--- config.mk ---
export PLATFORM = sky130hd
export DESIGN_NAME = dfn_display_notify
export DESIGN_NICKNAME = d
export VERILOG_FILES = /design/src/dfn_pkg.sv /design/src/dfn_flag_if.sv /design/src/dfn_display_notify.sv /design/src/dfn_flag_track.sv
export SDC_FILE = /design/constraint.sdc
export NUM_CORES = 1
export LEC_CHECK = 0
export BUFFER_PORTS_ARGS = -buffer_cell sky130_fd_sc_hd__buf_2
export CORE_MARGIN = 5
export CORE_UTILIZATION = 44
export CTS_CLUSTER_SIZE = 16
export DETAILED_ROUTE_END_ITERATION = 12
export GPL_ROUTABILITY_DRIVEN = 0
export HOLD_SLACK_MARGIN = 0.08
export PLACE_DENSITY = 0.84
export SETUP_SLACK_MARGIN = 0.15
export SYNTH_ARGS = -nofsm -noshare
export SYNTH_HDL_FRONTEND = slang
export SYNTH_SLANG_ARGS = --single-unit
export TNS_END_PERCENT = 50
--- constraint.sdc ---
create_clock -name pclk -period 1.6 [get_ports pclk]
set_input_delay 0 -clock pclk [delete_from_list [all_inputs] [get_ports pclk]]
set_output_delay 0 -clock pclk [all_outputs]
set_load 0.05 [all_outputs]
--- src/dfn_pkg.sv ---
/*
 * constants and types shared by the display field notification block.
 * assumes nothing of its surroundings; compiled before every other file.
 */
`default_nettype none

package dfn_pkg;

  // register byte offsets on the apb bus
  localparam logic [7:0] OFF_CTRL = 8'h00;
  localparam logic [7:0] OFF_STAT = 8'h04;
  localparam logic [7:0] OFF_DFLT = 8'h08;

  // control register bit positions
  localparam int CTL_EN = 0;
  localparam int CTL_F1 = 1;
  localparam int CTL_F2 = 2;
  localparam int CTL_FRM = 3;
  localparam int CTL_CONT = 4;
  localparam int CTL_ITC = 5;
  localparam int CTL_W = 6;

  // status register bit positions
  localparam int STA_F1_DONE = 0;
  localparam int STA_F2_DONE = 1;
  localparam int STA_FRM_DONE = 2;
  localparam int STA_DCMP = 3;
  localparam int STA_NAK = 4;
  localparam int STA_FLD = 8;
  localparam int STA_SHOW = 9;

  // completion flag indices, same order as the status bits
  localparam int FLG_F1 = 0;
  localparam int FLG_F2 = 1;
  localparam int FLG_FRM = 2;
  localparam int FLG_N = 3;

  // values after reset
  localparam logic [CTL_W-1:0] CTRL_RST = 6'h00;
  localparam logic [31:0] DFLT_RST = 32'h0000_1080;

  typedef enum logic {DFN_FIELD1, DFN_FIELD2} dfn_field_e;

  // what the current mode bits ask of each field
  typedef struct packed {
    logic show1;
    logic show2;
    logic [FLG_N-1:0] set1;
    logic [FLG_N-1:0] set2;
    logic nak_on;
    logic frm_at_start;
    logic cont;
  } dfn_mode_s;

endpackage

`default_nettype wire

--- src/dfn_flag_if.sv ---
/*
 * interface between the mode logic and one completion flag tracker.
 * assumes a single clock domain; no clocking block.
 */
`timescale 1ns/1ps
`default_nettype none

interface dfn_flag_if;
  logic set;
  logic clr;
  logic check;
  logic flag;
  logic nak;
  modport ctl (output set, output clr, output check, input flag, input nak);
  modport trk (input set, input clr, input check, output flag, output nak);
endinterface

`default_nettype wire

--- src/dfn_display_notify.sv ---
/*
 * display field notification: mode decode, completion flags, dma gating
 * and default-data substitution for a video display port, with an apb
 * register slave. assumes the timing generator, dma request source and
 * display fifo all run on pclk, so their signals need no synchroniser.
 */
// The implementer's own choices: the address map and the APB interface to the registers.
// Behaviour
// continuous mode displays fields without waiting for any acknowledge
// noncontinuous mode sets field or frame done flag per mode bits
// uncleared flag at next display: keep dma requests, raise not-acked
// fields not enabled for display issue no dma requests
// disabled fields keep timing but output default values in window
// field-1-only mode sets field1 done and complete flags
// field-1-only mode: not-acked if flag set at next field 1
// field-1-only mode shows progressive frame only with internal timing
// field-2-only mode sets field2 done, not-acked at next field 2
// both-field mode sets each field flag, checks each at next
// frame mode sets frame flag after field 2, checks next completion
// progressive frame mode sets frame flag after field 1
// external timing must be progressive in progressive frame mode
// software must reprogram dma and clear flags in time
// single frame mode: not-acked unless cleared before next field 1
// continuous single field modes set flags, never raise not-acked
// continuous frame mode sets frame flag after field 2, no not-acked
// continuous progressive mode uses frame flag, no not-acked
// reserved mode codes disable display of both fields
// flags stay set until cleared, sampled at next matching event
`timescale 1ns/1ps
`default_nettype none

module dfn_display_notify #(
  parameter int AW = 8,
  parameter int DW = 16
) (
  // apb slave
  input wire logic pclk,
  input wire logic presetn,
  input wire logic psel,
  input wire logic penable,
  input wire logic pwrite,
  input wire logic [AW-1:0] paddr,
  input wire logic [31:0] pwdata,
  output logic [31:0] prdata,
  output logic pready,
  output logic pslverr,
  // field timing from the timing generator
  input wire logic field_start,
  input wire logic field_end,
  input wire logic field_id,
  input wire logic progressive,
  input wire logic in_window,
  input wire logic pix_strobe,
  input wire logic [DW-1:0] timing_data,
  // dma request source and display fifo
  input wire logic dma_req_raw,
  output logic dma_req,
  input wire logic [DW-1:0] fifo_data,
  output logic fifo_rd,
  // display output and notification flags
  output logic [DW-1:0] pix_out,
  output logic display_complete_irq_flag,
  output logic done_not_acked_irq
);

  // the default register sits at offset 8, so the address needs four bits
  if (AW < 4 || DW < 1 || DW > 32) begin : gen_bad_width
    $error("dfn_display_notify: unsupported AW or DW");
  end

  ////////////////////////////////////////////////////////////////////////
  // mode decode

  function automatic dfn_pkg::dfn_mode_s decode(
    input logic [dfn_pkg::CTL_W-1:0] c,
    input logic prog
  );
    dfn_pkg::dfn_mode_s m;
    logic [3:0] code;
    m = '0;
    code = {c[dfn_pkg::CTL_CONT], c[dfn_pkg::CTL_FRM],
            c[dfn_pkg::CTL_F2], c[dfn_pkg::CTL_F1]};
    m.cont = c[dfn_pkg::CTL_CONT];
    m.nak_on = ~c[dfn_pkg::CTL_CONT];
    unique case (code)
      4'h1: begin
        // a progressive frame only runs on internal timing codes
        m.show1 = ~prog | c[dfn_pkg::CTL_ITC];
        m.set1[dfn_pkg::FLG_F1] = 1'b1;
      end
      4'h2: begin
        m.show2 = 1'b1;
        m.set2[dfn_pkg::FLG_F2] = 1'b1;
      end
      4'h3: begin
        m.show1 = 1'b1;
        m.show2 = 1'b1;
        m.set1[dfn_pkg::FLG_F1] = 1'b1;
        m.set2[dfn_pkg::FLG_F2] = 1'b1;
      end
      4'h4, 4'hC: begin
        m.show1 = 1'b1;
        m.show2 = 1'b1;
        m.set2[dfn_pkg::FLG_FRM] = 1'b1;
      end
      4'h5, 4'hD: begin
        m.show1 = 1'b1;
        m.set1[dfn_pkg::FLG_FRM] = 1'b1;
      end
      4'h7: begin
        m.show1 = 1'b1;
        m.show2 = 1'b1;
        m.set2[dfn_pkg::FLG_FRM] = 1'b1;
        m.frm_at_start = 1'b1;
      end
      4'h9: begin
        m.show1 = 1'b1;
        m.set1[dfn_pkg::FLG_F1] = 1'b1;
      end
      4'hA: begin
        m.show2 = 1'b1;
        m.set2[dfn_pkg::FLG_F2] = 1'b1;
      end
      // reserved codes display nothing but timing still runs
      default: begin
        m.nak_on = 1'b0;
      end
    endcase
    if (!c[dfn_pkg::CTL_EN]) begin
      m.show1 = 1'b0;
      m.show2 = 1'b0;
    end
    return m;
  endfunction

  ////////////////////////////////////////////////////////////////////////
  // registers

  logic [dfn_pkg::CTL_W-1:0] ctrl;
  logic [DW-1:0] dflt;
  logic wr_en;
  logic rd_setup;
  logic mapped;
  logic [dfn_pkg::FLG_N-1:0] flag_vec;
  logic [dfn_pkg::FLG_N-1:0] nak_vec;
  logic [dfn_pkg::FLG_N-1:0] set_vec;
  logic [dfn_pkg::FLG_N-1:0] chk_vec;
  logic [dfn_pkg::FLG_N-1:0] clr_vec;
  logic clr_dcmp;
  logic clr_nak;
  dfn_pkg::dfn_mode_s m_now;
  dfn_pkg::dfn_mode_s mode_q;
  dfn_pkg::dfn_field_e cur_fld;
  logic cur_show;

  assign mapped = paddr == AW'(dfn_pkg::OFF_CTRL) ||
                  paddr == AW'(dfn_pkg::OFF_STAT) ||
                  paddr == AW'(dfn_pkg::OFF_DFLT);
  assign wr_en = psel & penable & pwrite & mapped;
  assign rd_setup = psel & ~penable & ~pwrite;
  // read data is staged in the setup cycle, so every access takes one
  // access cycle and prdata still comes from a flop
  assign pready = 1'b1;
  assign pslverr = psel & penable & ~mapped;

  always_ff @(posedge pclk or negedge presetn) begin
    if (!presetn) begin
      ctrl <= dfn_pkg::CTRL_RST;
    end else if (wr_en && paddr == AW'(dfn_pkg::OFF_CTRL)) begin
      ctrl <= pwdata[dfn_pkg::CTL_W-1:0];
    end
  end

  always_ff @(posedge pclk or negedge presetn) begin
    if (!presetn) begin
      dflt <= dfn_pkg::DFLT_RST[DW-1:0];
    end else if (wr_en && paddr == AW'(dfn_pkg::OFF_DFLT)) begin
      dflt <= pwdata[DW-1:0];
    end
  end

  always_ff @(posedge pclk or negedge presetn) begin
    if (!presetn) begin
      prdata <= 32'h0000_0000;
    end else if (rd_setup) begin
      prdata <= 32'h0000_0000;
      if (paddr == AW'(dfn_pkg::OFF_CTRL)) begin
        prdata[dfn_pkg::CTL_W-1:0] <= ctrl;
      end else if (paddr == AW'(dfn_pkg::OFF_STAT)) begin
        prdata[dfn_pkg::FLG_N-1:0] <= flag_vec;
        prdata[dfn_pkg::STA_DCMP] <= display_complete_irq_flag;
        prdata[dfn_pkg::STA_NAK] <= done_not_acked_irq;
        prdata[dfn_pkg::STA_FLD] <= cur_fld == dfn_pkg::DFN_FIELD2;
        prdata[dfn_pkg::STA_SHOW] <= cur_show;
      end else if (paddr == AW'(dfn_pkg::OFF_DFLT)) begin
        prdata[DW-1:0] <= dflt;
      end
    end
  end

  // flag, complete and not-acked status bits clear by writing one
  assign clr_vec = (wr_en && paddr == AW'(dfn_pkg::OFF_STAT)) ?
                   pwdata[dfn_pkg::FLG_N-1:0] : '0;
  assign clr_dcmp = wr_en && paddr == AW'(dfn_pkg::OFF_STAT) &&
                    pwdata[dfn_pkg::STA_DCMP];
  assign clr_nak = wr_en && paddr == AW'(dfn_pkg::OFF_STAT) &&
                   pwdata[dfn_pkg::STA_NAK];

  ////////////////////////////////////////////////////////////////////////
  // field tracking

  assign m_now = decode(ctrl, progressive);

  // mode is frozen per field so a mid-field write cannot split a field
  always_ff @(posedge pclk or negedge presetn) begin
    if (!presetn) begin
      mode_q <= '0;
      cur_fld <= dfn_pkg::DFN_FIELD1;
    end else if (field_start) begin
      mode_q <= m_now;
      cur_fld <= field_id ? dfn_pkg::DFN_FIELD2 : dfn_pkg::DFN_FIELD1;
    end
  end

  always_ff @(posedge pclk or negedge presetn) begin
    if (!presetn) begin
      cur_show <= 1'b0;
    end else if (field_start) begin
      cur_show <= field_id ? m_now.show2 : m_now.show1;
    end else if (field_end) begin
      cur_show <= 1'b0;
    end
  end

  ////////////////////////////////////////////////////////////////////////
  // completion flags and not-acked checks

  logic end_f1;
  logic end_f2;
  logic start_f1;
  logic start_f2;

  assign end_f1 = field_end & cur_show & cur_fld == dfn_pkg::DFN_FIELD1;
  assign end_f2 = field_end & cur_show & cur_fld == dfn_pkg::DFN_FIELD2;
  assign start_f1 = field_start & ~field_id;
  assign start_f2 = field_start & field_id;

  // continuous modes only set flags; nak_on is low there
  assign set_vec = (end_f1 ? mode_q.set1 : '0) |
                   (end_f2 ? mode_q.set2 : '0);

  assign chk_vec[dfn_pkg::FLG_F1] = start_f1 & m_now.nak_on &
                                    m_now.show1;
  assign chk_vec[dfn_pkg::FLG_F2] = start_f2 & m_now.nak_on &
                                    m_now.show2;
  // frame modes check at the next completion, single frame at next field 1
  assign chk_vec[dfn_pkg::FLG_FRM] =
      (mode_q.nak_on & ~mode_q.frm_at_start &
       set_vec[dfn_pkg::FLG_FRM]) |
      (start_f1 & m_now.nak_on & m_now.frm_at_start);

  dfn_flag_if fi[dfn_pkg::FLG_N] ();

  genvar g;
  generate
    for (g = 0; g < dfn_pkg::FLG_N; g++) begin : gen_flag
      assign fi[g].set = set_vec[g];
      assign fi[g].clr = clr_vec[g];
      assign fi[g].check = chk_vec[g];
      assign flag_vec[g] = fi[g].flag;
      assign nak_vec[g] = fi[g].nak;
      dfn_flag_track u_trk (
        .pclk(pclk),
        .presetn(presetn),
        .f(fi[g].trk)
      );
    end
  endgenerate

  always_ff @(posedge pclk or negedge presetn) begin
    if (!presetn) begin
      display_complete_irq_flag <= 1'b0;
    end else if (|set_vec) begin
      display_complete_irq_flag <= 1'b1;
    end else if (clr_dcmp) begin
      display_complete_irq_flag <= 1'b0;
    end
  end

  always_ff @(posedge pclk or negedge presetn) begin
    if (!presetn) begin
      done_not_acked_irq <= 1'b0;
    end else if (|nak_vec) begin
      done_not_acked_irq <= 1'b1;
    end else if (clr_nak) begin
      done_not_acked_irq <= 1'b0;
    end
  end

  ////////////////////////////////////////////////////////////////////////
  // dma gating and output data

  // requests keep flowing even when a flag was left set
  assign dma_req = dma_req_raw & cur_show;
  assign fifo_rd = in_window & pix_strobe & cur_show;

  always_ff @(posedge pclk or negedge presetn) begin
    if (!presetn) begin
      pix_out <= '0;
    end else if (!in_window) begin
      pix_out <= timing_data;
    end else if (pix_strobe) begin
      pix_out <= cur_show ? fifo_data : dflt;
    end
  end
endmodule

`default_nettype wire

--- src/dfn_flag_track.sv ---
/*
 * one sticky completion flag with its not-acknowledged check.
 * assumes set, clr and check are one-cycle pulses on pclk.
 */
`timescale 1ns/1ps
`default_nettype none

module dfn_flag_track (
  // clock and reset
  input wire logic pclk,
  input wire logic presetn,
  // flag events
  dfn_flag_if.trk f
);

  logic nak_q;

  // set wins over a clear in the same cycle
  always_ff @(posedge pclk or negedge presetn) begin
    if (!presetn) begin
      f.flag <= 1'b0;
    end else if (f.set) begin
      f.flag <= 1'b1;
    end else if (f.clr) begin
      f.flag <= 1'b0;
    end
  end

  // the check looks at the old flag, before a same-cycle set lands;
  // a clear in that same cycle still counts as acknowledged
  always_ff @(posedge pclk or negedge presetn) begin
    if (!presetn) begin
      nak_q <= 1'b0;
    end else begin
      nak_q <= f.check & f.flag & ~f.clr;
    end
  end

  assign f.nak = nak_q;

endmodule

`default_nettype wire

* Yosys cells after proc, flatten, opt, wreduce, memory -nomap -nowiden
Cells that the tools add are included.
** Storage, ports and cells
- Word-level logic and storage cells :: 131
- Bits in registers :: 70
** Operators by class
- Bitwise logic cells :: 41
- Reduce and logical (&&, ||, !) cells :: 23
- Muxes and demuxes :: 36
- Equal/unequal tests :: 13
** Operators with widths (count)
- $mux 16 :: 4
- $and 1x1->1 :: 27
- $mux 1 :: 21
- $eq 4x4->1 const B :: 4
- $reduce_or 3->1 :: 5
- $eq 4x3->1 const B :: 3
- $mux 3 :: 4
- $mux 6 :: 2
- $reduce_bool 2->1 :: 6
- $not 1->1 :: 11
- $mux 10 :: 1
- $reduce_or 10->1 :: 1
- $eq 4x2->1 const B :: 2
- $eq 8x3->1 const B :: 1
- $eq 8x4->1 const B :: 1
- $logic_not 8->1 :: 1
- $reduce_or 7->1 :: 1
- $reduce_or 6->1 :: 1
- $logic_and 1x1->1 :: 5
- $mux 5 :: 1
- $eq 4x1->1 const B :: 1
- $mux 2 :: 2
- $or 3x3->3 :: 1
- $logic_or 1x1->1 :: 2
- 4 further kinds :: 5

* Logic depth before layout (Yosys ltp)
Gate-level depths: netlist (run 1).
- Depth in word-level cells :: 8
- Gate-level depth with buffers :: 6

* By module
Synthesis (run 1) repeated with hierarchy kept, for this count alone.
** Unflattened totals
- Cells, all modules :: 323
- Area total of the unflattened synthesis :: 3569.7 um^2
** Modules (own cells, without submodules)
- dfn_display_notify :: cells an instance 308, area an instance 3367.0 um^2, instances 1
- dfn_flag_track :: cells an instance 5, area an instance 67.6 um^2, instances 3

* Worst setup path before layout (run 1)
No wires, ideal clock.
- Path type :: register -> register
- Start :: register ctrl[4] (netlist bit)
- End :: register cur_show
- Setup time :: 0.131 ns
- Arrival :: 1.465 ns
- Slack :: 0.005 ns
- Path buffers :: 1
- Stages on the path, launching flop included :: 6
- Cells stage by stage :: dfrtp_1 -> buf_2 -> or4b_2 -> a21oi_1 -> a2111o_1 -> o211ai_1
** Between the ends
- Longest elaborated chain between the ends :: 6
** Ends and longest elaborated chain
- start: declaration :: line dfn_display_notify.sv:139 : logic [dfn_pkg::CTL_W-1:0] ctrl;
- start signal: assignment :: line dfn_display_notify.sv:168 : ctrl <= dfn_pkg::CTRL_RST;
- start signal: assignment :: line dfn_display_notify.sv:170 : ctrl <= pwdata[dfn_pkg::CTL_W-1:0];
- $eq 4x4->1 (tied with other cells) :: line dfn_display_notify.sv:85 : unique case (code)
- $reduce_or 7->1 (no line) or $reduce_or 6->1 (tied branches)
- $pmux 1 s2 or $mux 1 (tied branches) :: line dfn_display_notify.sv:85
- $mux 2 * :: line dfn_display_notify.sv:129 : if (!c[dfn_pkg::CTL_EN]) begin
- $mux 1 * :: line dfn_display_notify.sv:229 : cur_show <= field_id ? m_now.show2 : m_now.show1;
- $mux 1 * :: line dfn_display_notify.sv:228 : end else if (field_start) begin
- end signal: assignment :: line dfn_display_notify.sv:229
- end: declaration :: line dfn_display_notify.sv:154 : logic cur_show;
Every way passes the cells marked *; elsewhere a longest branch is shown, timed or not.
A chain may end at the register's enable or synchronous reset.

* Worst setup path after layout (run 1)
- Start :: register ctrl[4] (netlist bit)
- End :: register gen_flag[0].u_trk.nak_q
** Between the ends
- Longest elaborated chain between the ends :: 7
** Ends and longest elaborated chain
- $eq 4x4->1 (tied with other cells) :: line dfn_display_notify.sv:85
- $reduce_or 7->1 (no line) or $reduce_or 10->1 (tied branches)
- $pmux 1 s2 or $mux 1 (tied branches) :: line dfn_display_notify.sv:85
- $mux 2 or $and 1x1->1 (tied branches) :: line dfn_display_notify.sv:129, dfn_display_notify.sv:252
- $and 1x1->1 * :: line dfn_display_notify.sv:252 : assign chk_vec[dfn_pkg::FLG_F1] = start_f1 & m_now.nak_on &
- $and 1x1->1 * (2 in a row) :: line dfn_flag_track.sv:35 : nak_q <= f.check & f.flag & ~f.clr;
- end signal: assignment :: line dfn_flag_track.sv:35
- end: declaration :: line dfn_flag_track.sv:16 : logic nak_q;
Marks and branches as above.

==> results of run 1 <==
## cell usage after synthesis (all sizes together), types with 3 or more instances
library cell,number
clkbuf,11
buf,27
o31ai,3
a22o,8
nand3,3
nand2,24
mux2,41
nor4,3
nand4,3
a21oi,23
mux2i,25
and2,3
dfrtp,68
nor2,28
inv,5
o21ai,18
nand4b,3
## flip-flops by register name, summed over array words and instances (netlist names), 3 cells and up
name                   count
ctrl                       6
dflt                      16
gen_flag.u_trk.f.flag      3
gen_flag.u_trk.f.nak       3
mode_q                     6
pix_out                   16
prdata                    16
## logic make-up (layout without fill, tap and decap cells)
group,count (synthesis),after routing,synth area share
AO/OA/AOI/OAI,60,60,0.103
XOR/XNOR,1,1,0.00248
buffers and inverters,43,183,0.0684
flip-flops,70,70,0.497
multiplexers,66,66,0.212
other,2,18,0.00213
AND/OR/NAND/NOR,78,78,0.115
## power groups by stage
stage          combinational [W]  clock (W)  sequential, W
6_report                0.000687    0.00148        0.00186
3_5_place_dp            0.000592          0        0.00189
4_1_cts                 0.000671    0.00150        0.00185
5_1_grt                 0.000728    0.00159        0.00186
2_1_floorplan           0.000291          0        0.00201
3_3_place_gp            0.000579          0        0.00188
## area by class of cell
type	count	area, um2	area share
flip-flops and latches	70	1760	0.364
well taps	102	128	0.0265
multi-input cells	222	1620	0.337
inverters	5	18.8	0.00389
diodes	1	2.50	0.000519
clock inverters	6	68.8	0.0143
clock buffers	10	138	0.0285
repair buffers	162	1090	0.225
## tightest hold or removal path, delay by kind of cell
| kind | cells | cell delay, ns |
|---|---|---|
| compound gates | 1 | 0.13 |
| mux | 2 | 0.21 |
| buf+inv | 1 | 0.07 |
## stage by stage
step                hold slack [ns]  utilization  std cells  total power, W  setup WS, ns
floorplan                    -0.296            -        335         0.00230         0.156
global placement             0.0343        0.533        516         0.00246         0.124
detailed placement           0.0379        0.533        516         0.00248         0.129
CTS                          0.0827        0.615        575         0.00402         0.141
global route                  0.106        0.621        578         0.00418        0.0603
finish                       0.0867        0.621        578         0.00402         0.131
## worst paths after layout
path	depth (start not counted)	endpoint
worst max-delay path	3	gen_flag[0].u_trk.f.nak
worst max register to register	3	gen_flag[0].u_trk.f.nak
max in group asynchronous	3	dflt[7]
worst min-delay path	4	pix_out[7]
min in group asynchronous	2	dflt[1]
worst min register to register	2	done_not_acked_irq
## routing by layer
layer | part of all wire | track usage | vias up
li1 | - | - | 1391
met1 | 0.38 | 0.240 | 1488
met5 | 0 | 0 | -
met2 | 0.51 | 0.366 | 133
met4 | 0.042 | 0.106 | 0
met3 | 0.072 | 0.0617 | 29
## what timing repair did
action,CTS,global route
hold endpoints to repair,129,0
hold buffers,42,0
resized for setup,1,6
setup buffers,1,2
setup endpoints to repair,2,5
pin swaps,0,2
==> flow_summary_export.csv, run 1 <==
group,metric,value,unit
sta,layout_worst_path_cycle_share,0.918,
detailed_routing,drt_first_iter_violations,212,
sta,maxSlewViolCount,0,
power_and_ir_drop,p_comb_frac,0.171,
sta,setup_viol,0,
yosys,synth-edff-count,0,
detailed_routing,drc,0,
placed_design,dp_hpwl,7.04,mm
clocking,cts_inserted_buffers,9,
detailed_routing,wire_per_inst,18.0,um
floorplan,io-pin-count,138,
yosys,synth_top_area_share,0.482,
worst_setup_path,setup.worst_path.start_class,"flip-flop",
worst_setup_path,timing.critical_path.max_delay_family,"simple AND/OR/NAND/NOR gates",
yosys,number_of_different_library_cells_in_the_post_synthesis_netlist,43,
worst_setup_path,regToRegSetupSlack,0.13,ns
power_and_ir_drop,internal_power,0.00284,W
power_and_ir_drop,maximum_ir_drop_on_the_vdd_rail,616,uV
placed_design,placedInstanceArea,4140,um2
cells_and_area,top_library_cells_by_usage_in_the_layout_fill_and_taps_aside,"sky130_fd_sc_hd__buf_2, sky130_fd_sc_hd__dfrtp_1, sky130_fd_sc_hd__dlygate4sd3_1",
clocking,worst_skew_pair.late_latency,0.36,ns
power_and_ir_drop,power_per_cell_area,834,nW/um2
sta,finalHoldViolations,0,
sta,fin_skew,0.00704,ns
power_and_ir_drop,power.switching,0.00118,W
yosys,synth_sequential_area_ratio,0.497,
cells_and_area,layout-drive-gt1-share,0.404,
yosys,top_area_cells_in_the_synthesized_netlist,"sky130_fd_sc_hd__dfrtp_1, sky130_fd_sc_hd__mux2_2, sky130_fd_sc_hd__mux2i_1",
sta,fin_crit,1.47,ns
worst_setup_path,critPathBufInv,0,
floorplan,starting_utilization_of_the_core_area,0.454,
clocking,tritoncts,"yes",
floorplan,fp.dieW,99.6,um
placed_design,port_buffers,104,
floorplan,floorplan.die.height,99.6,um
worst_setup_path,worst_ep_required_time,1.85,ns
yosys,yosys_register_bits,70,
worst_setup_path,crit_slowest_cell,"sky130_fd_sc_hd__a2111o_1",
worst_setup_path,worstSetupStartpoint,"ctrl[4]",
yosys,asyncSetResetFlopFracSynth,1.00,
cells_and_area,postLayoutCellArea,4820,um2
power_and_ir_drop,p_sw_frac,0.294,
worst_setup_path,path_class,"flip-flop to flip-flop",
grt,overflow,0,
floorplan,floorplan.core_area,7770,um2
cells_and_area,flow.area_growth_from_synthesis,36.6,%
floorplan,row_count,32,
worst_setup_path,critical_path.cell_chain,"nand2b_4 > a2111o_1 > nor4_2",
floorplan,die-area,9910,um2
grt,grt_first_pass_wirelength,16.1,mm
cells_and_area,final_net_count,554,
grt,antenna_violations_before_repair,1,
yosys,netlist.top_cell.by_area,"sky130_fd_sc_hd__dfrtp_1",
detailed_routing,routed_wl,10.4,mm
yosys,avgSynthCellArea,11.0,um2
worst_setup_path,arrival,1.72,ns
clocking,cts.clk_slew.worst_paths,0.07,ns
clocking,clock_sinks,70,
yosys,yosys_warnings,0,
detailed_routing,vias,3041,
power_and_ir_drop,power.clock.fraction,0.368,
worst_hold_path,hold_path.startpoint,"fifo_data[7]",
grt,grt.total_usage,0.212,
power_and_ir_drop,power.static_leakage,2.32,nW
sta,tightestPinTransition,0.622,ns
job,max_cap_viol_count,0,
clocking,clock-root-buffer,"sky130_fd_sc_hd__clkbuf_8",
worst_setup_path,critical_path.endpoint_type,"flip-flop",
clocking,cts_max_path_buffers,2,
detailed_routing,drt-pass1-iter-count,4,
yosys,synth_flop_cell,"sky130_fd_sc_hd__dfrtp_1",
worst_setup_path,cpPeakStageDelay,0.45,ns
sta,totalNegativeSetupSlack,0,ns
cells_and_area,fill_cells,588,
sta,slew-limit-headroom,0.586,
worst_setup_path,crit_fanout,5,
outcome,status,"finished, final reports clean",
clocking,htreeDepth,3,
sta,max_freq,681,MHz
yosys,post_synth_instance_area,3530,um2
power_and_ir_drop,seqPwrFrac,0.462,
cells_and_area,final_common_cell,"sky130_fd_sc_hd__buf_2",
yosys,synthCells,320,
detailed_routing,route.antenna.remaining_nets,0,
detailed_routing,routed_via_density,5.26,
worst_hold_path,hold_class,"input port to flip-flop",
grt,number_of_global_route_vias_before_repair,3155,
sta,rsz0062_at_grt,"yes",
worst_setup_path,worstReg2RegStart,"ctrl[4]",
grt,grt_max_degree,34,
Power figures use the tool's default switching activity.
==> run 2: changes to the inputs <==
--- a/config.mk
+++ b/config.mk
@@ -13,6 +13,7 @@
 export GPL_ROUTABILITY_DRIVEN = 0
 export HOLD_SLACK_MARGIN = 0.08
 export PLACE_DENSITY = 0.84
+export REMOVE_ABC_BUFFERS = 1
 export SETUP_SLACK_MARGIN = 0.15
 export SYNTH_ARGS = -nofsm -noshare
 export SYNTH_HDL_FRONTEND = slang
==> run 2 against run 1 <==
  * Highest routed layer unchanged
  * Largest cell class unchanged
  * Clock power up 16%
  * Sequential power barely moved
  * Register-to-register slack barely moved
  * Critical path type unchanged
  * Routed wire length fell by 7.3%
  * Setup slack got worse by 0.0026 ns
  * Clock skew increased by 0.0038 ns
  * Total power up 5.7%
  * First-iteration DRC count fell by 16%
  * Cell area up 0.62%
  * Via count shrank 1.2%
==> flow_summary_export.csv, run 2 (synthesis gave the netlist of run 1 again) <==
group,metric,value,unit
sta,totalNegativeSetupSlack,0,ns
sta,tightestPinTransition,0.550,ns
grt,grt_first_pass_wirelength,15.5,mm
power_and_ir_drop,maximum_ir_drop_on_the_vdd_rail,464,uV
worst_setup_path,timing.critical_path.max_delay_family,"simple AND/OR/NAND/NOR gates",
worst_setup_path,crit_slowest_cell,"sky130_fd_sc_hd__a2111o_1",
worst_setup_path,critPathBufInv,1,
worst_setup_path,worst_ep_required_time,1.84,ns
cells_and_area,final_common_cell,"sky130_fd_sc_hd__buf_2",
cells_and_area,top_library_cells_by_usage_in_the_layout_fill_and_taps_aside,"sky130_fd_sc_hd__buf_2, sky130_fd_sc_hd__dfrtp_1, sky130_fd_sc_hd__dlygate4sd3_1",
grt,grt.total_usage,0.198,
worst_setup_path,worstSetupStartpoint,"ctrl[4]",
sta,rsz0062_at_grt,"yes",
clocking,htreeDepth,3,
sta,slew-limit-headroom,0.633,
clocking,clock_sinks,70,
grt,overflow,0,
cells_and_area,registers_with_the_most_flip_flops,"dflt: 16 flops, pix_out: 16 flops, prdata: 16 flops",
floorplan,die-area,9910,um2
detailed_routing,drc,0,
sta,timing.final.ws_setup,0.129,ns
floorplan,io-pin-count,138,
clocking,clock-root-buffer,"sky130_fd_sc_hd__clkbuf_8",
floorplan,fp.dieW,99.6,um
grt,number_of_global_route_vias_before_repair,3157,
floorplan,starting_utilization_of_the_core_area,0.454,
floorplan,floorplan.core_area,7770,um2
placed_design,pre_cts_slack,0.0283,ns
detailed_routing,routed_wl,9.67,mm
power_and_ir_drop,power_per_cell_area,876,nW/um2
detailed_routing,route.antenna.remaining_nets,0,
grt,grt_max_degree,71,
worst_hold_path,hold_class,"input port to flip-flop",
cells_and_area,layout-drive-gt1-share,0.397,
worst_setup_path,arrival,1.72,ns
floorplan,row_count,32,
worst_setup_path,critical_path.endpoint_type,"flip-flop",
detailed_routing,wire_per_inst,16.8,um
worst_setup_path,path_class,"flip-flop to flip-flop",
sta,fin_crit,1.47,ns
worst_hold_path,hold_path.startpoint,"fifo_data[3]",
detailed_routing,drt_first_iter_violations,178,
sta,finalHoldViolations,0,
clocking,cts.clk_slew.worst_paths,0.07,ns
clocking,cts_inserted_buffers,9,
detailed_routing,vias,3006,
power_and_ir_drop,design_power_total,0.00425,W
cells_and_area,final_net_count,552,
worst_setup_path,cpPeakStageDelay,0.41,ns
worst_setup_path,crit_fanout,5,
sta,setup_viol,0,
sta,layout_worst_path_cycle_share,0.920,
cells_and_area,flow.area_growth_from_synthesis,37.5,%
detailed_routing,routed_via_density,5.22,
sta,maxSlewViolCount,0,
outcome,status,"finished, final reports clean",
placed_design,dp_hpwl,6.70,mm
placed_design,port_buffers,104,
sta,fin_skew,0.0108,ns
worst_setup_path,worstReg2RegStart,"ctrl[4]",
clocking,worst_skew_pair.late_latency,0.34,ns
worst_setup_path,critical_path.cell_chain,"buf_6 > nand2b_4 > a2111o_1 > nor4_2",
clocking,tritoncts,"yes",
floorplan,floorplan.die.height,99.6,um
worst_setup_path,setup.worst_path.start_class,"flip-flop",
clocking,cts_max_path_buffers,2,
job,max_cap_viol_count,0,
sta,max_freq,680,MHz
detailed_routing,drt-pass1-iter-count,4,
power_and_ir_drop,power.static_leakage,2.34,nW
grt,antenna_violations_before_repair,0,
[run 2: cell count changes in the layout (fill, tap and decap cells not counted), sizes merged]
cell          change
clkbuf            -1
buf               -2
dlygate4sd3       -1
bufinv            +2
dlymetal6s4s      +1
inv               -1
[run 2: final timing paths]
check,endpoint,slack [ns],cells past startpoint
setup / recovery,gen_flag[0].u_trk.f.nak,0.13,4
hold / removal,pix_out[3],0.1,4
setup reg to reg,gen_flag[0].u_trk.f.nak,0.13,4
hold reg to reg,done_not_acked_irq,0.44,2
max in group asynchronous,dflt[12],1.07,3
min in group asynchronous,mode_q[5],0.21,3
[run 2: timing repair]
item                                    in CTS  in global routing
resized for setup                            3                  4
pin swaps                                    2                  2
endpoints found under the hold margin      130                  0
endpoints found under the setup margin       3                  9
hold buffers                                42                  0
setup buffers                                0                  3
[run 2: layer usage]
| layer | track usage | part of all wire |
|---|---|---|
| met5 | 0 | 0 |
| met4 | 0.112 | 0.034 |
| met3 | 0.0365 | 0.065 |
| met2 | 0.338 | 0.52 |
| met1 | 0.233 | 0.38 |
[run 2: metrics by stage]
step	instances	utilization	area, um2	hold WS [ns]
after floorplan	297	-	3360	-0.296
after global placement	514	0.532	4130	0.0507
after detailed placement	514	0.532	4130	0.0542
after CTS	572	0.619	4810	0.0813
after global routing	575	0.624	4850	0.105
final	576	0.625	4850	0.0974
[run 2: worst min-delay path: stages]
cell and delay (ns):
sky130_fd_sc_hd__buf_2 0.07, sky130_fd_sc_hd__mux2i_1 0.05, sky130_fd_sc_hd__a21oi_1 0.13, sky130_fd_sc_hd__mux2_2 0.15
[run 2: report_power, final]
group / switching (W) / internal, W / leakage, nW
Sequential: 0.0000357 / 0.00182 / 0.931
Clock: 0.000681 / 0.00104 / 0.120
Combinational: 0.000431 / 0.000244 / 1.29
Total: 0.00115 / 0.00310 / 2.34
[run 2: layout make-up]
class / instances / area, um2
Antenna cell: 1 / 2.50
Clock buffer: 9 / 124
Clock inverter: 7 / 120
Fill cell: 588 / 2920
Inverter: 5 / 18.8
Multi-Input combinational cell: 222 / 1620
Sequential cell: 70 / 1750
Tap cell: 102 / 128
Timing Repair Buffer: 160 / 1090
==> run 3: changes to the inputs <==
--- a/config.mk
+++ b/config.mk
@@ -7,14 +7,13 @@
 export LEC_CHECK = 0
 export BUFFER_PORTS_ARGS = -buffer_cell sky130_fd_sc_hd__buf_2
 export CORE_MARGIN = 5
-export CORE_UTILIZATION = 44
+export CORE_UTILIZATION = 40
 export CTS_CLUSTER_SIZE = 16
 export DETAILED_ROUTE_END_ITERATION = 12
 export GPL_ROUTABILITY_DRIVEN = 0
 export HOLD_SLACK_MARGIN = 0.08
-export PLACE_DENSITY = 0.84
+export PLACE_DENSITY = 0.78
 export REMOVE_ABC_BUFFERS = 1
-export SETUP_SLACK_MARGIN = 0.15
 export SYNTH_ARGS = -nofsm -noshare
 export SYNTH_HDL_FRONTEND = slang
 export SYNTH_SLANG_ARGS = --single-unit
==> run 3 against run 2 <==
  * First-iteration DRC count is 14% lower
  * Fmax is 3.6% lower
  * Cell area is 0.28% lower
  * Flip-flop and latch count stayed put
  * Highest routed layer unchanged
  * Critical path depth stayed put
  * Total power is 5.5% lower
  * Non-clock buffer count is 2 higher
  * Register-to-register slack worse by 0.05 ns
  * Cell count is 1.4% higher
==> flow_summary_export.csv, run 3 (synthesis gave the netlist of run 1 again) <==
group,metric,value,unit
cells_and_area,layout-drive-gt1-share,0.389,
worst_setup_path,worstReg2RegStart,"ctrl[4]",
clocking,tritoncts,"yes",
floorplan,starting_utilization_of_the_core_area,0.407,
grt,antenna_violations_before_repair,1,
outcome,status,"finished, final reports clean",
worst_setup_path,regToRegSetupSlack,0.07,ns
worst_setup_path,critical_path.endpoint_type,"flip-flop",
worst_setup_path,arrival,1.78,ns
floorplan,die-area,10800,um2
grt,grt.total_usage,0.186,
sta,maxSlewViolCount,0,
sta,totalNegativeSetupSlack,0,ns
grt,grt_max_degree,71,
clocking,cts_inserted_buffers,9,
cells_and_area,flow.area_growth_from_synthesis,37.1,%
job,max_cap_viol_count,0,
power_and_ir_drop,p_sw_frac,0.294,
sta,setup_viol,0,
grt,number_of_global_route_vias_before_repair,3232,
power_and_ir_drop,power_per_cell_area,830,nW/um2
cells_and_area,top_library_cells_by_usage_in_the_layout_fill_and_taps_aside,"sky130_fd_sc_hd__buf_2, sky130_fd_sc_hd__dfrtp_1, sky130_fd_sc_hd__dlygate4sd3_1",
sta,rsz0062_at_grt,"no",
clocking,cts.clk_slew.worst_paths,0.09,ns
floorplan,floorplan.core_area,8680,um2
detailed_routing,routed_wl,9.95,mm
worst_setup_path,worst_ep_required_time,1.85,ns
worst_setup_path,setup.worst_path.end,"gen_flag[0].u_trk.f.nak",
sta,fin_skew,0.0115,ns
sta,max_freq,655,MHz
detailed_routing,drc,0,
clocking,worst_skew_pair.late_latency,0.36,ns
worst_setup_path,worstRegToRegCells,4,
worst_setup_path,setup.worst_path.start_class,"flip-flop",
sta,tightestPinTransition,0.551,ns
clocking,htreeDepth,3,
clocking,clock-root-buffer,"sky130_fd_sc_hd__clkbuf_8",
power_and_ir_drop,maximum_ir_drop_on_the_vdd_rail,428,uV
clocking,postCtsSetupBuffers,0,
grt,grt_first_pass_wirelength,16.2,mm
worst_setup_path,crit_fanout,8,
detailed_routing,drt_first_iter_violations,153,
power_and_ir_drop,power.clock.fraction,0.369,
floorplan,row_count,34,
cells_and_area,registers_with_the_most_flip_flops,"dflt: 16 flops, pix_out: 16 flops, prdata: 16 flops",
clocking,cts_max_path_buffers,2,
power_and_ir_drop,internal_power,0.00284,W
detailed_routing,routed_via_density,5.13,
detailed_routing,drt-pass1-iter-count,4,
worst_setup_path,worst_r2r_endpoint,"gen_flag[0].u_trk.f.nak",
sta,whs,0.0886,ns
worst_setup_path,path_class,"flip-flop to flip-flop",
floorplan,io-pin-count,138,
worst_hold_path,hold_class,"input port to flip-flop",
power_and_ir_drop,power.static_leakage,2.32,nW
placed_design,placedInstanceArea,4150,um2
placed_design,port_buffers,104,
clocking,clock_sinks,70,
worst_setup_path,worstSetupStartpoint,"ctrl[4]",
placed_design,dp_hpwl,6.81,mm
detailed_routing,wire_per_inst,17.0,um
sta,layout_worst_path_cycle_share,0.954,
detailed_routing,route.antenna.remaining_nets,0,
floorplan,fp.dieW,104,um
grt,overflow,0,
cells_and_area,final_net_count,554,
cells_and_area,final_common_cell,"sky130_fd_sc_hd__buf_2",
power_and_ir_drop,design_power_total,0.00402,W
sta,slew-limit-headroom,0.633,
cells_and_area,fill_cells,727,
sta,finalHoldViolations,0,
floorplan,floorplan.die.height,104,um
cells_and_area,postLayoutCellArea,4840,um2
detailed_routing,vias,2996,
power_and_ir_drop,p_comb_frac,0.169,
sta,fin_crit,1.53,ns
power_and_ir_drop,seqPwrFrac,0.462,
power_and_ir_drop,power.switching,0.00118,W
## run 3: power by group through the flow
stage          registers [W]  logic, W  clock network (W)
5_1_grt              0.00186  0.000725            0.00160
3_3_place_gp         0.00188  0.000577                  0
2_1_floorplan        0.00201  0.000217                  0
3_5_place_dp         0.00189  0.000584                  0
6_report             0.00185  0.000679            0.00148
4_1_cts              0.00185  0.000669            0.00151
## run 3: what timing repair did
action,in CTS,in global routing
endpoints found under the setup margin,1,3
hold endpoints to repair,130,0
hold buffers,46,0
gates resized for setup,1,3
pin swaps,0,2
cloned,0,0
## run 3: per-layer routing
| layer | wire length [um] | vias to the layer above | share of wire | track usage |
|---|---|---|---|---|
| met3 | 619 | 38 | 0.062 | 0.0385 |
| met4 | 437 | 0 | 0.044 | 0.114 |
| met5 | 0 | - | 0 | 0 |
| li1 | - | 1395 | - | - |
| met1 | 3940 | 1425 | 0.40 | 0.223 |
| met2 | 4950 | 138 | 0.50 | 0.306 |
## run 3: worst min path at each step
stage | depth (start not counted) | endpoint | slack (ns) | startpoint
detailed placement | 2 | mode_q[8] | 0.05 | presetn
global placement | 2 | mode_q[1] | 0.05 | presetn
floorplan | 0 | ctrl[0] | -0.30 | presetn
global route | 4 | pix_out[3] | 0.11 | fifo_data[3]
finish | 4 | pix_out[6] | 0.09 | fifo_data[6]
CTS | 4 | pix_out[3] | 0.08 | fifo_data[3]
## run 3: worst max-delay path: stages (launching register included)
cell and delay [ns]:
sky130_fd_sc_hd__dfrtp_1 0.38, sky130_fd_sc_hd__buf_4 0.17, sky130_fd_sc_hd__nand2b_1 0.19, sky130_fd_sc_hd__a2111o_1 0.47
sky130_fd_sc_hd__nor4_2 0.22
## run 3: final cells by class
type	instances	area (um2)	area share
timing repair buffer	162	1110	0.229
clock buffer	10	138	0.0284
sequential	70	1750	0.363
clock inverter	6	70.1	0.0145
inverter	5	18.8	0.00388
antenna	1	2.50	0.000517
tap	108	135	0.0279
multi-input combinational	222	1610	0.333
## run 3: per-stage QoR
step	cells	util	setup WS (ns)
global route	584	0.558	0.00581
finish	584	0.558	0.0738
floorplan	297	-	0.0220
detailed placement	521	0.478	0.00757
global placement	521	0.478	0.0962
CTS	583	0.555	0.0156
